[config.mk]
export PLATFORM = sky130hd
export DESIGN_NAME = dac_control_word_decoder
export DESIGN_NICKNAME = d
export VERILOG_FILES = /design/src/verilog/dac_ctrl_pkg.sv /design/src/verilog/dac_control_word_decoder.sv
export SDC_FILE = /design/constraint.sdc
export NUM_CORES = 1
export LEC_CHECK = 0
export ABC_CLOCK_PERIOD_IN_PS = 3400
export BUFFER_PORTS_ARGS = -buffer_cell sky130_fd_sc_hd__buf_2
export CELL_PAD_IN_SITES_DETAIL_PLACEMENT = 0
export CELL_PAD_IN_SITES_GLOBAL_PLACEMENT = 1
export CORE_MARGIN = 1.5
export CORE_UTILIZATION = 39
export CTS_BUF_LIST = sky130_fd_sc_hd__clkbuf_8
export CTS_CLUSTER_SIZE = 25
export DETAILED_ROUTE_END_ITERATION = 12
export GPL_ROUTABILITY_DRIVEN = 0
export PLACE_DENSITY_LB_ADDON = 0.15
export SLEW_MARGIN = 10
export SYNTH_ARGS = -nofsm -noshare
export SYNTH_HDL_FRONTEND = slang
export SYNTH_SLANG_ARGS = --single-unit
[constraint.sdc]
create_clock -name core_clk -period 3.4 [get_ports core_clk]
set_input_delay 0.51 -clock core_clk [delete_from_list [all_inputs] [get_ports core_clk]]
set_output_delay 0.51 -clock core_clk [all_outputs]
set_load 0.01 [all_outputs]
[src/verilog/dac_ctrl_pkg.sv]
// Summary of operation
// - power-down bit (port bit 9) set forces full power-down, enable ignored
// - power-down clear and enable bit (bit 8) clear gives standby
// - power-down clear and enable bit set runs the converter normally
// - first filter bit (bit 6): 0 no interpolation, 1 gives 2x if bit 7 low
// - second filter bit (bit 7) selects 4x; host must also set bit 6
// - gain trim is port bits 5 down to 2, bit 5 most significant
// - port carries data bit 9 MSB to bit 0 LSB, shared with control word
// - host drives word and pulses low strobe; word captured on falling edge
package dac_ctrl_pkg;

    localparam int PORT_W = 10;

    // control word field positions on the channel a port
    localparam int POWER_DOWN_BIT = 9;
    localparam int CONV_ENABLE_BIT = 8;
    localparam int SECOND_FILTER_BIT = 7;
    localparam int FIRST_FILTER_BIT = 6;
    localparam int GAIN_MSB = 5;
    localparam int GAIN_LSB = 2;
    localparam int GAIN_W = GAIN_MSB - GAIN_LSB + 1;

    // word in force after reset: converter powered down
    localparam logic [PORT_W-1:0] CTRL_WORD_RST = 10'h200;

    // register byte offsets
    localparam logic [7:0] CFG_OFS = 8'h00;
    localparam logic [7:0] WORD_OFS = 8'h04;
    localparam logic [7:0] STATUS_OFS = 8'h08;
    localparam logic [7:0] COUNT_OFS = 8'h0c;

    // cfg fields
    localparam int CFG_STROBE_EN_BIT = 0;
    localparam logic CFG_STROBE_EN_RST = 1'b1;

    // status fields
    localparam int ST_POWER_LSB = 0;
    localparam int ST_INTERP_LSB = 2;
    localparam int ST_GAIN_LSB = 4;
    localparam int ST_BAD_FILTER_BIT = 8;

    localparam logic [15:0] COUNT_RST = 16'h0000;

    typedef enum logic [1:0] {PWR_NORMAL, PWR_STANDBY, PWR_DOWN} power_mode_e;
    typedef enum logic [1:0] {INTERP_1X, INTERP_2X, INTERP_4X} interp_mode_e;

    function automatic power_mode_e power_of(input logic [PORT_W-1:0] w);
        power_mode_e m;
        m = PWR_DOWN;
        if (!w[POWER_DOWN_BIT])
        begin
            m = w[CONV_ENABLE_BIT] ? PWR_NORMAL : PWR_STANDBY;
        end
        return m;
    endfunction : power_of

    function automatic interp_mode_e interp_of(input logic [PORT_W-1:0] w);
        interp_mode_e m;
        m = INTERP_1X;
        if (w[SECOND_FILTER_BIT])
        begin
            m = INTERP_4X;
        end
        else if (w[FIRST_FILTER_BIT])
        begin
            m = INTERP_2X;
        end
        return m;
    endfunction : interp_of

endpackage : dac_ctrl_pkg
[src/verilog/dac_control_word_decoder.sv]
`timescale 1ns/1ps
module dac_control_word_decoder #(
    parameter int ADDR_W = 8
) (
    input wire logic core_clk,
    input wire logic rst,
    input wire logic psel,
    input wire logic penable,
    input wire logic pwrite,
    input wire logic [ADDR_W-1:0] paddr,
    input wire logic [31:0] pwdata,
    output logic [31:0] prdata,
    output logic pready,
    output logic pslverr,
    input wire logic [dac_ctrl_pkg::PORT_W-1:0] channel_a_port,
    input wire logic control_write_strobe_n,
    output logic [dac_ctrl_pkg::PORT_W-1:0] conv_data,
    output dac_ctrl_pkg::power_mode_e power_mode,
    output dac_ctrl_pkg::interp_mode_e interp_mode,
    output logic [dac_ctrl_pkg::GAIN_W-1:0] gain_trim
);
    import dac_ctrl_pkg::*;

    if (ADDR_W < 4 || ADDR_W > 32)
    begin : g_addr_w_check
        $error("ADDR_W must lie between 4 and 32");
    end

    ////////////////////////////////////////////////////////////////////////
    // strobe edge and control word capture

    logic strobe_n_prev_r;
    logic strobe_en_r;
    logic [PORT_W-1:0] ctrl_word_r;
    logic [PORT_W-1:0] ctrl_word_nxt;
    logic [PORT_W-1:0] conv_data_r;
    logic bad_filter_r;
    logic bad_filter_nxt;
    logic [15:0] count_r;
    logic [31:0] prdata_r;
    logic [31:0] rd_mux;

    // inputs are synchronous, so one stage of history finds the edge
    wire strobe_fall = strobe_n_prev_r & ~control_write_strobe_n;
    wire hw_load = strobe_fall & strobe_en_r;

    wire setup_ph = psel & ~penable;
    wire access_ph = psel & penable;
    wire [ADDR_W-1:0] cfg_a = ADDR_W'(CFG_OFS);
    wire [ADDR_W-1:0] word_a = ADDR_W'(WORD_OFS);
    wire [ADDR_W-1:0] status_a = ADDR_W'(STATUS_OFS);
    wire [ADDR_W-1:0] count_a = ADDR_W'(COUNT_OFS);
    wire hit_cfg = paddr == cfg_a;
    wire hit_word = paddr == word_a;
    wire hit_status = paddr == status_a;
    wire hit_count = paddr == count_a;
    wire mapped = hit_cfg | hit_word | hit_status | hit_count;
    wire wr_ok = access_ph & pwrite & mapped;
    wire wr_cfg = wr_ok & hit_cfg;
    wire sw_load = wr_ok & hit_word;
    wire bad_clr = wr_ok & hit_status & pwdata[ST_BAD_FILTER_BIT];

    // the pin strobe wins over a same-cycle software load of the word
    assign ctrl_word_nxt = hw_load ? channel_a_port
                         : sw_load ? pwdata[PORT_W-1:0]
                         : ctrl_word_r;

    // 4x without the first filter bit is a host fault; set beats clear
    wire bad_set = (hw_load | sw_load)
                 & ctrl_word_nxt[SECOND_FILTER_BIT]
                 & ~ctrl_word_nxt[FIRST_FILTER_BIT];
    assign bad_filter_nxt = bad_set | (bad_filter_r & ~bad_clr);

    always_ff @(posedge core_clk)
    begin
        if (rst)
        begin
            strobe_n_prev_r <= 1'b1;
            ctrl_word_r <= CTRL_WORD_RST;
            bad_filter_r <= 1'b0;
            count_r <= COUNT_RST;
        end
        else
        begin
            strobe_n_prev_r <= control_write_strobe_n;
            ctrl_word_r <= ctrl_word_nxt;
            bad_filter_r <= bad_filter_nxt;
            count_r <= count_r + 16'(hw_load);
        end
    end

    // data traffic is passed on only while no control write is in progress
    always_ff @(posedge core_clk)
    begin
        if (rst)
        begin
            conv_data_r <= '0;
        end
        else if (control_write_strobe_n)
        begin
            conv_data_r <= channel_a_port;
        end
    end

    ////////////////////////////////////////////////////////////////////////
    // decode of the word in force

    assign power_mode = power_of(ctrl_word_r);
    assign interp_mode = interp_of(ctrl_word_r);
    assign gain_trim = ctrl_word_r[GAIN_MSB:GAIN_LSB];
    assign conv_data = conv_data_r;

    ////////////////////////////////////////////////////////////////////////
    // apb slave: read data is fetched in setup, so no wait states

    always_ff @(posedge core_clk)
    begin
        if (rst)
        begin
            strobe_en_r <= CFG_STROBE_EN_RST;
        end
        else if (wr_cfg)
        begin
            strobe_en_r <= pwdata[CFG_STROBE_EN_BIT];
        end
    end

    always_comb
    begin
        rd_mux = '0;
        if (hit_cfg)
        begin
            rd_mux[CFG_STROBE_EN_BIT] = strobe_en_r;
        end
        if (hit_word)
        begin
            rd_mux[PORT_W-1:0] = ctrl_word_r;
        end
        if (hit_status)
        begin
            rd_mux[ST_POWER_LSB +: 2] = power_mode;
            rd_mux[ST_INTERP_LSB +: 2] = interp_mode;
            rd_mux[ST_GAIN_LSB +: GAIN_W] = gain_trim;
            rd_mux[ST_BAD_FILTER_BIT] = bad_filter_r;
        end
        if (hit_count)
        begin
            rd_mux[15:0] = count_r;
        end
    end

    always_ff @(posedge core_clk)
    begin
        if (rst)
        begin
            prdata_r <= '0;
        end
        else if (setup_ph & ~pwrite)
        begin
            prdata_r <= rd_mux;
        end
    end

    assign prdata = prdata_r;
    assign pready = 1'b1;
    assign pslverr = access_ph & ~mapped;
endmodule : dac_control_word_decoder

Word level (Yosys, flattened, before mapping):

Index checks and enable logic that the tools add are counted.

* add/subtract/negate cells: 1
* eq/ne operators: 3
* mux-type cells: 10
* bitwise gates (word level): 26
* reductions and logical operators: 2

Operators by type and width (number)
* 10-bit two-way mux: 3
* 16-bit by 1-bit adder with 16-bit output: 1
* 8-bit by 4-bit == test with 1-bit output, second input constant: 2
* 16-bit two-way mux: 1
* 1-bit bitwise AND: 15
* 9-bit two-way mux: 1
* 8-bit by 3-bit == test with 1-bit output, second input constant: 1
* 8-bit zero test: 1
* 1-bit NOT: 6
* 1-bit OR: 5
* 2-bit two-way mux: 2
* 1-bit two-way mux: 3
* 2-bit nonzero test: 1

* bits in registers: 55
* input port bits: 56
* word-level logic and storage cells: 50

Logic depth before layout (Yosys ltp):

* word-level depth: 11
* depth in mapped cells: 8
* gate-level depth less buffers: 8

Worst setup path after synthesis:

Ideal clock, no wire load.

* path kind: in2reg
* from: input port paddr[1]
* to: register ctrl_word_r[2]
* arrival time: 2206 ps
* data required time: 3314 ps
* slack: 1109 ps
* stages on the path: 7
* path buffers: 3
* cells stage by stage: or4_1 buf_2 or4_4 buf_6 buf_12 mux2i_1 a211oi_1

* word-level cells in the longest chain between the ends: 7
* elaborated cells between the ends (all ways): 10
* classes of those cells: 3 x eq/ne; 5 x bitwise; 2 x reduce/logical

Ends and longest elaborated chain
* start, declared: line dac_control_word_decoder.sv:10 `input wire logic [ADDR_W-1:0] paddr,`
* 8-bit by 3-bit == test with 1-bit output / 8-bit zero test (equally long branches): line dac_control_word_decoder.sv:54, dac_control_word_decoder.sv:53
* 1-bit OR (3 in series): line dac_control_word_decoder.sv:57 `wire mapped = hit_cfg | hit_word | hit_status | hit_count;`
* 1-bit bitwise AND: line dac_control_word_decoder.sv:58 `wire wr_ok = access_ph & pwrite & mapped;`
* 1-bit bitwise AND *: line dac_control_word_decoder.sv:60 `wire sw_load = wr_ok & hit_word;`
* 2-bit nonzero test (no source line) *
* end signal, assigned: line dac_control_word_decoder.sv:86 `ctrl_word_r <= ctrl_word_nxt;`
* end, declared: line dac_control_word_decoder.sv:34 `logic [PORT_W-1:0] ctrl_word_r;`

Mark *: on every way between the ends. The rest lies on a longest branch, timed or not.
A chain may end at the register's enable or synchronous reset.

Final worst setup path:

* from: input port control_write_strobe_n
* to: register count_r[14]

* word-level cells in the longest chain between the ends: 4

Ends and longest elaborated chain
* start, declared: line dac_control_word_decoder.sv:16 `input wire logic control_write_strobe_n,`
* 1-bit NOT: line dac_control_word_decoder.sv:44 `wire strobe_fall = strobe_n_prev_r & ~control_write_strobe_n;`
* 1-bit bitwise AND: line dac_control_word_decoder.sv:44
* 1-bit bitwise AND: line dac_control_word_decoder.sv:45 `wire hw_load = strobe_fall & strobe_en_r;`
* 16-bit by 1-bit adder with 16-bit output: line dac_control_word_decoder.sv:88 `count_r <= count_r + 16'(hw_load);`
* end signal, assigned: line dac_control_word_decoder.sv:88
* end, declared: line dac_control_word_decoder.sv:39 `logic [15:0] count_r;`

No other way between the ends.

==> results.ini <==
[global_route]
grt-busiest-layer=met2
grt_antenna_before_repair=0
grt_overflow=0
vias_in_the_first_global_route=1991
grt_pass1_wl_mm=9.860
gr-usage-met3=0.05101
grt_usage=0.1693
met1_usage=0.2226
grt_util_met2=0.2691
grt_start_max_net_pins=44

[critical_path]
worstPathRequired_ns=3.57
worst_path_maximum_fanout=12
setup.worst_path.start_class=primary input
ff2ff_setup_slack_ns=1.27
setup.worst_path.class=primary input to register
crit_arrival_ns=2.45
critical_path.endpoint_type=register

[synth]
post_synth_edffs=0
synth_top_area_frac=0.4118
synthesis.instances=294
synth_most_common_cell=dfxtp_1
synth_area_per_cell_um2=9.095
synth.yosys.seq_area_share=0.4118
netlist_area_um2=2674
ys_async_sr_fraction=0
ys_top_cells_by_area=dfxtp_1, mux2i_1, buf_4
yosysUniqueCellTypes=46
post_synth_top_flop=dfxtp_1
post-synth-top-area-cell=dfxtp_1
synth-seq-cells=55
synth-warning-count=0
synth_top_cells_by_count=dfxtp_1, nor2_1, mux2i_1

[sta]
timing.final.max_slew_violations=0
timing.final.hold_violations=0
worst_pin_slew_ns=0.8361
period_needed_ns=2.275
grt_setup_unrepaired=no
layout_worst_path_cycle_share=0.6691
report.final.setup_viol=0
setup_total_negative_slack_ns=0
slew_headroom=0.4414
final.setup.worst_slack_ns=1.125
clock.fmax_mhz=439.6
worst_clock_skew_ns=0.003800

[outcome]
status=complete, no violations

[route]
wire_per_inst_um=13.89
postRouteWirelength_mm=5.904
vias_per_cell=4.988
ant_nets=0
starting_drt_drc_count=51
num_vias=2120
detail_route.first_pass.iterations=4
detail_route.drc_violations=0

[die]
fp-row-count=29
chipHeight_um=85.80
die-area_um2=7362
placeable_core_area_um2=6495
initial_core_util=0.4117
dieWidth_um=85.80
ioPinCount=108

[clock_tree]
cts_buffer_depth=2
worst_setup_hold_path_clk_slew_ns=0.09
number_of_levels_in_the_clock_h_tree=2
post-cts-setup-buffers=0
cts_repair_resize_count=0
tritoncts.num_buffers=5
clkLatencyLatePin_ns=0.30
tritoncts=built
clock-root-buffer=clkbuf_8
cts_sinks=55
hold_buffers=0

[cells_and_area]
antenna-diode-count=0
layout.nets=405
area_growth_from_synthesis_to_final_layout_pct=13.01
finalCoreUtilization=0.4652
drive_gt1_frac=0.2586
fillCellCount=672
finalInstanceArea_um2=3022

[run]
cap_viol_max_count=0

[placement]
dpl_worst_slack_ns=0.7537
dp_hpwl_mm=4.313
buffer_ports.inserted=68
place_area_um2=2922

[power]
power.switching_mw=0.3001
clkPwrFrac=0.323
power_report.internal_total_mw=0.9040
power.share.combinational=0.113
p_total_mw=1.204
p_leak_nw=1.326
power_switching_share=0.2492
seq_power_share=0.564
peakVddDrop_v=0.0001755
powerDensity_nw_per_um2=398.5

[min_path]
worstHoldPathType=primary input to register

-- state kept, by name, indices dropped and copies added, names as in the netlist --
register / flops
count_r: 16
prdata: 16
conv_data: 10
ctrl_word_r: 10
bad_filter_r: 1
strobe_en_r: 1
strobe_n_prev_r: 1
-- layout make-up --
type                    count  area (um2)  area share
multi-input cells         208        1339      0.4431
flip-flops and latches     55        1101      0.3644
repair buffers             71       362.8      0.1201
clock buffers               7       96.34     0.03188
well taps                  77       96.34     0.03188
inverters                   6       22.52    0.007453
clock inverters             1       3.754    0.001242
-- power groups by stage --
stage	clock, mW	sequential, mW	combinational [mW]
finish	0.388	0.679	0.136
global placement	0	0.695	0.136
detailed placement	0	0.695	0.137
global route	0.433	0.682	0.153
floorplan	0	0.692	0.105
CTS	0.406	0.680	0.138
-- placed cells by master (no fill, tap or decap), types with 2 or more instances in the layout --
| cell type | instances |
|---|---|
| a211oi_1 | 8 |
| a21oi_1 | 11 |
| a22oi_1 | 8 |
| buf_2 | 68 |
| buf_4 | 3 |
| clkbuf_8 | 7 |
| conb_1 | 17 |
| dfxtp_1 | 55 |
| ha_1 | 2 |
| inv_1 | 6 |
| mux2_2 | 2 |
| mux2i_1 | 28 |
| nand2_1 | 13 |
| nand2b_1 | 2 |
| nand3_1 | 7 |
| nand3b_1 | 2 |
| nand4_1 | 9 |
| nor2_1 | 43 |
| nor2b_1 | 5 |
| nor3_1 | 8 |
| nor4_1 | 4 |
| o21ai_0 | 3 |
| o2bb2ai_1 | 8 |
| or2_2 | 2 |
| or3_1 | 2 |
| xnor2_1 | 8 |
| xor2_1 | 2 |
-- per-layer routing --
| metal | up-vias | part of all wire |
|---|---|---|
| li1 | 1104 | - |
| met1 | 964 | 0.47 |
| met2 | 45 | 0.47 |
| met3 | 7 | 0.045 |
| met4 | 0 | 0.014 |
| met5 | - | 0 |
-- critical path, stage by stage --
cell      delay [ns]
buf_2           0.20
nand3b_1        0.22
inv_1           0.19
ha_1            0.23
ha_1            0.21
nand4_1         0.28
nor4_1          0.41
xnor2_1         0.16
nor2_1          0.05
-- metrics by stage --
| step | instances | hold WS (ns) |
|---|---|---|
| 2_1_floorplan | 309 | 0.4594 |
| 3_3_place_gp | 417 | 0.4369 |
| 3_5_place_dp | 417 | 0.4441 |
| 4_1_cts | 425 | 0.4292 |
| 5_1_grt | 425 | 0.4378 |
| 6_report | 425 | 0.4373 |
-- logic make-up (layout without fill, tap and decap cells) --
kind of cell / after synthesis / after routing / share of synthesized area
xor+xnor: 10 / 10 / 0.03276
flops: 55 / 55 / 0.4118
fa+ha+maj: 2 / 2 / 0.009357
buf+inv: 46 / 85 / 0.1086
simple gates: 106 / 106 / 0.2012
compound gates: 42 / 42 / 0.1118
mux: 31 / 31 / 0.1217
other cells: 2 / 17 / 0.002809
-- worst paths after layout --
check | from | endpoint | cells after the start
max reg2reg | strobe_en_r | count_r[14] | 8
min reg2reg | prdata[12] | prdata[12] | 2
min | pwdata[0] | strobe_en_r | 3
max | control_write_strobe_n | count_r[14] | 9
Power figures use the tool's default switching activity.
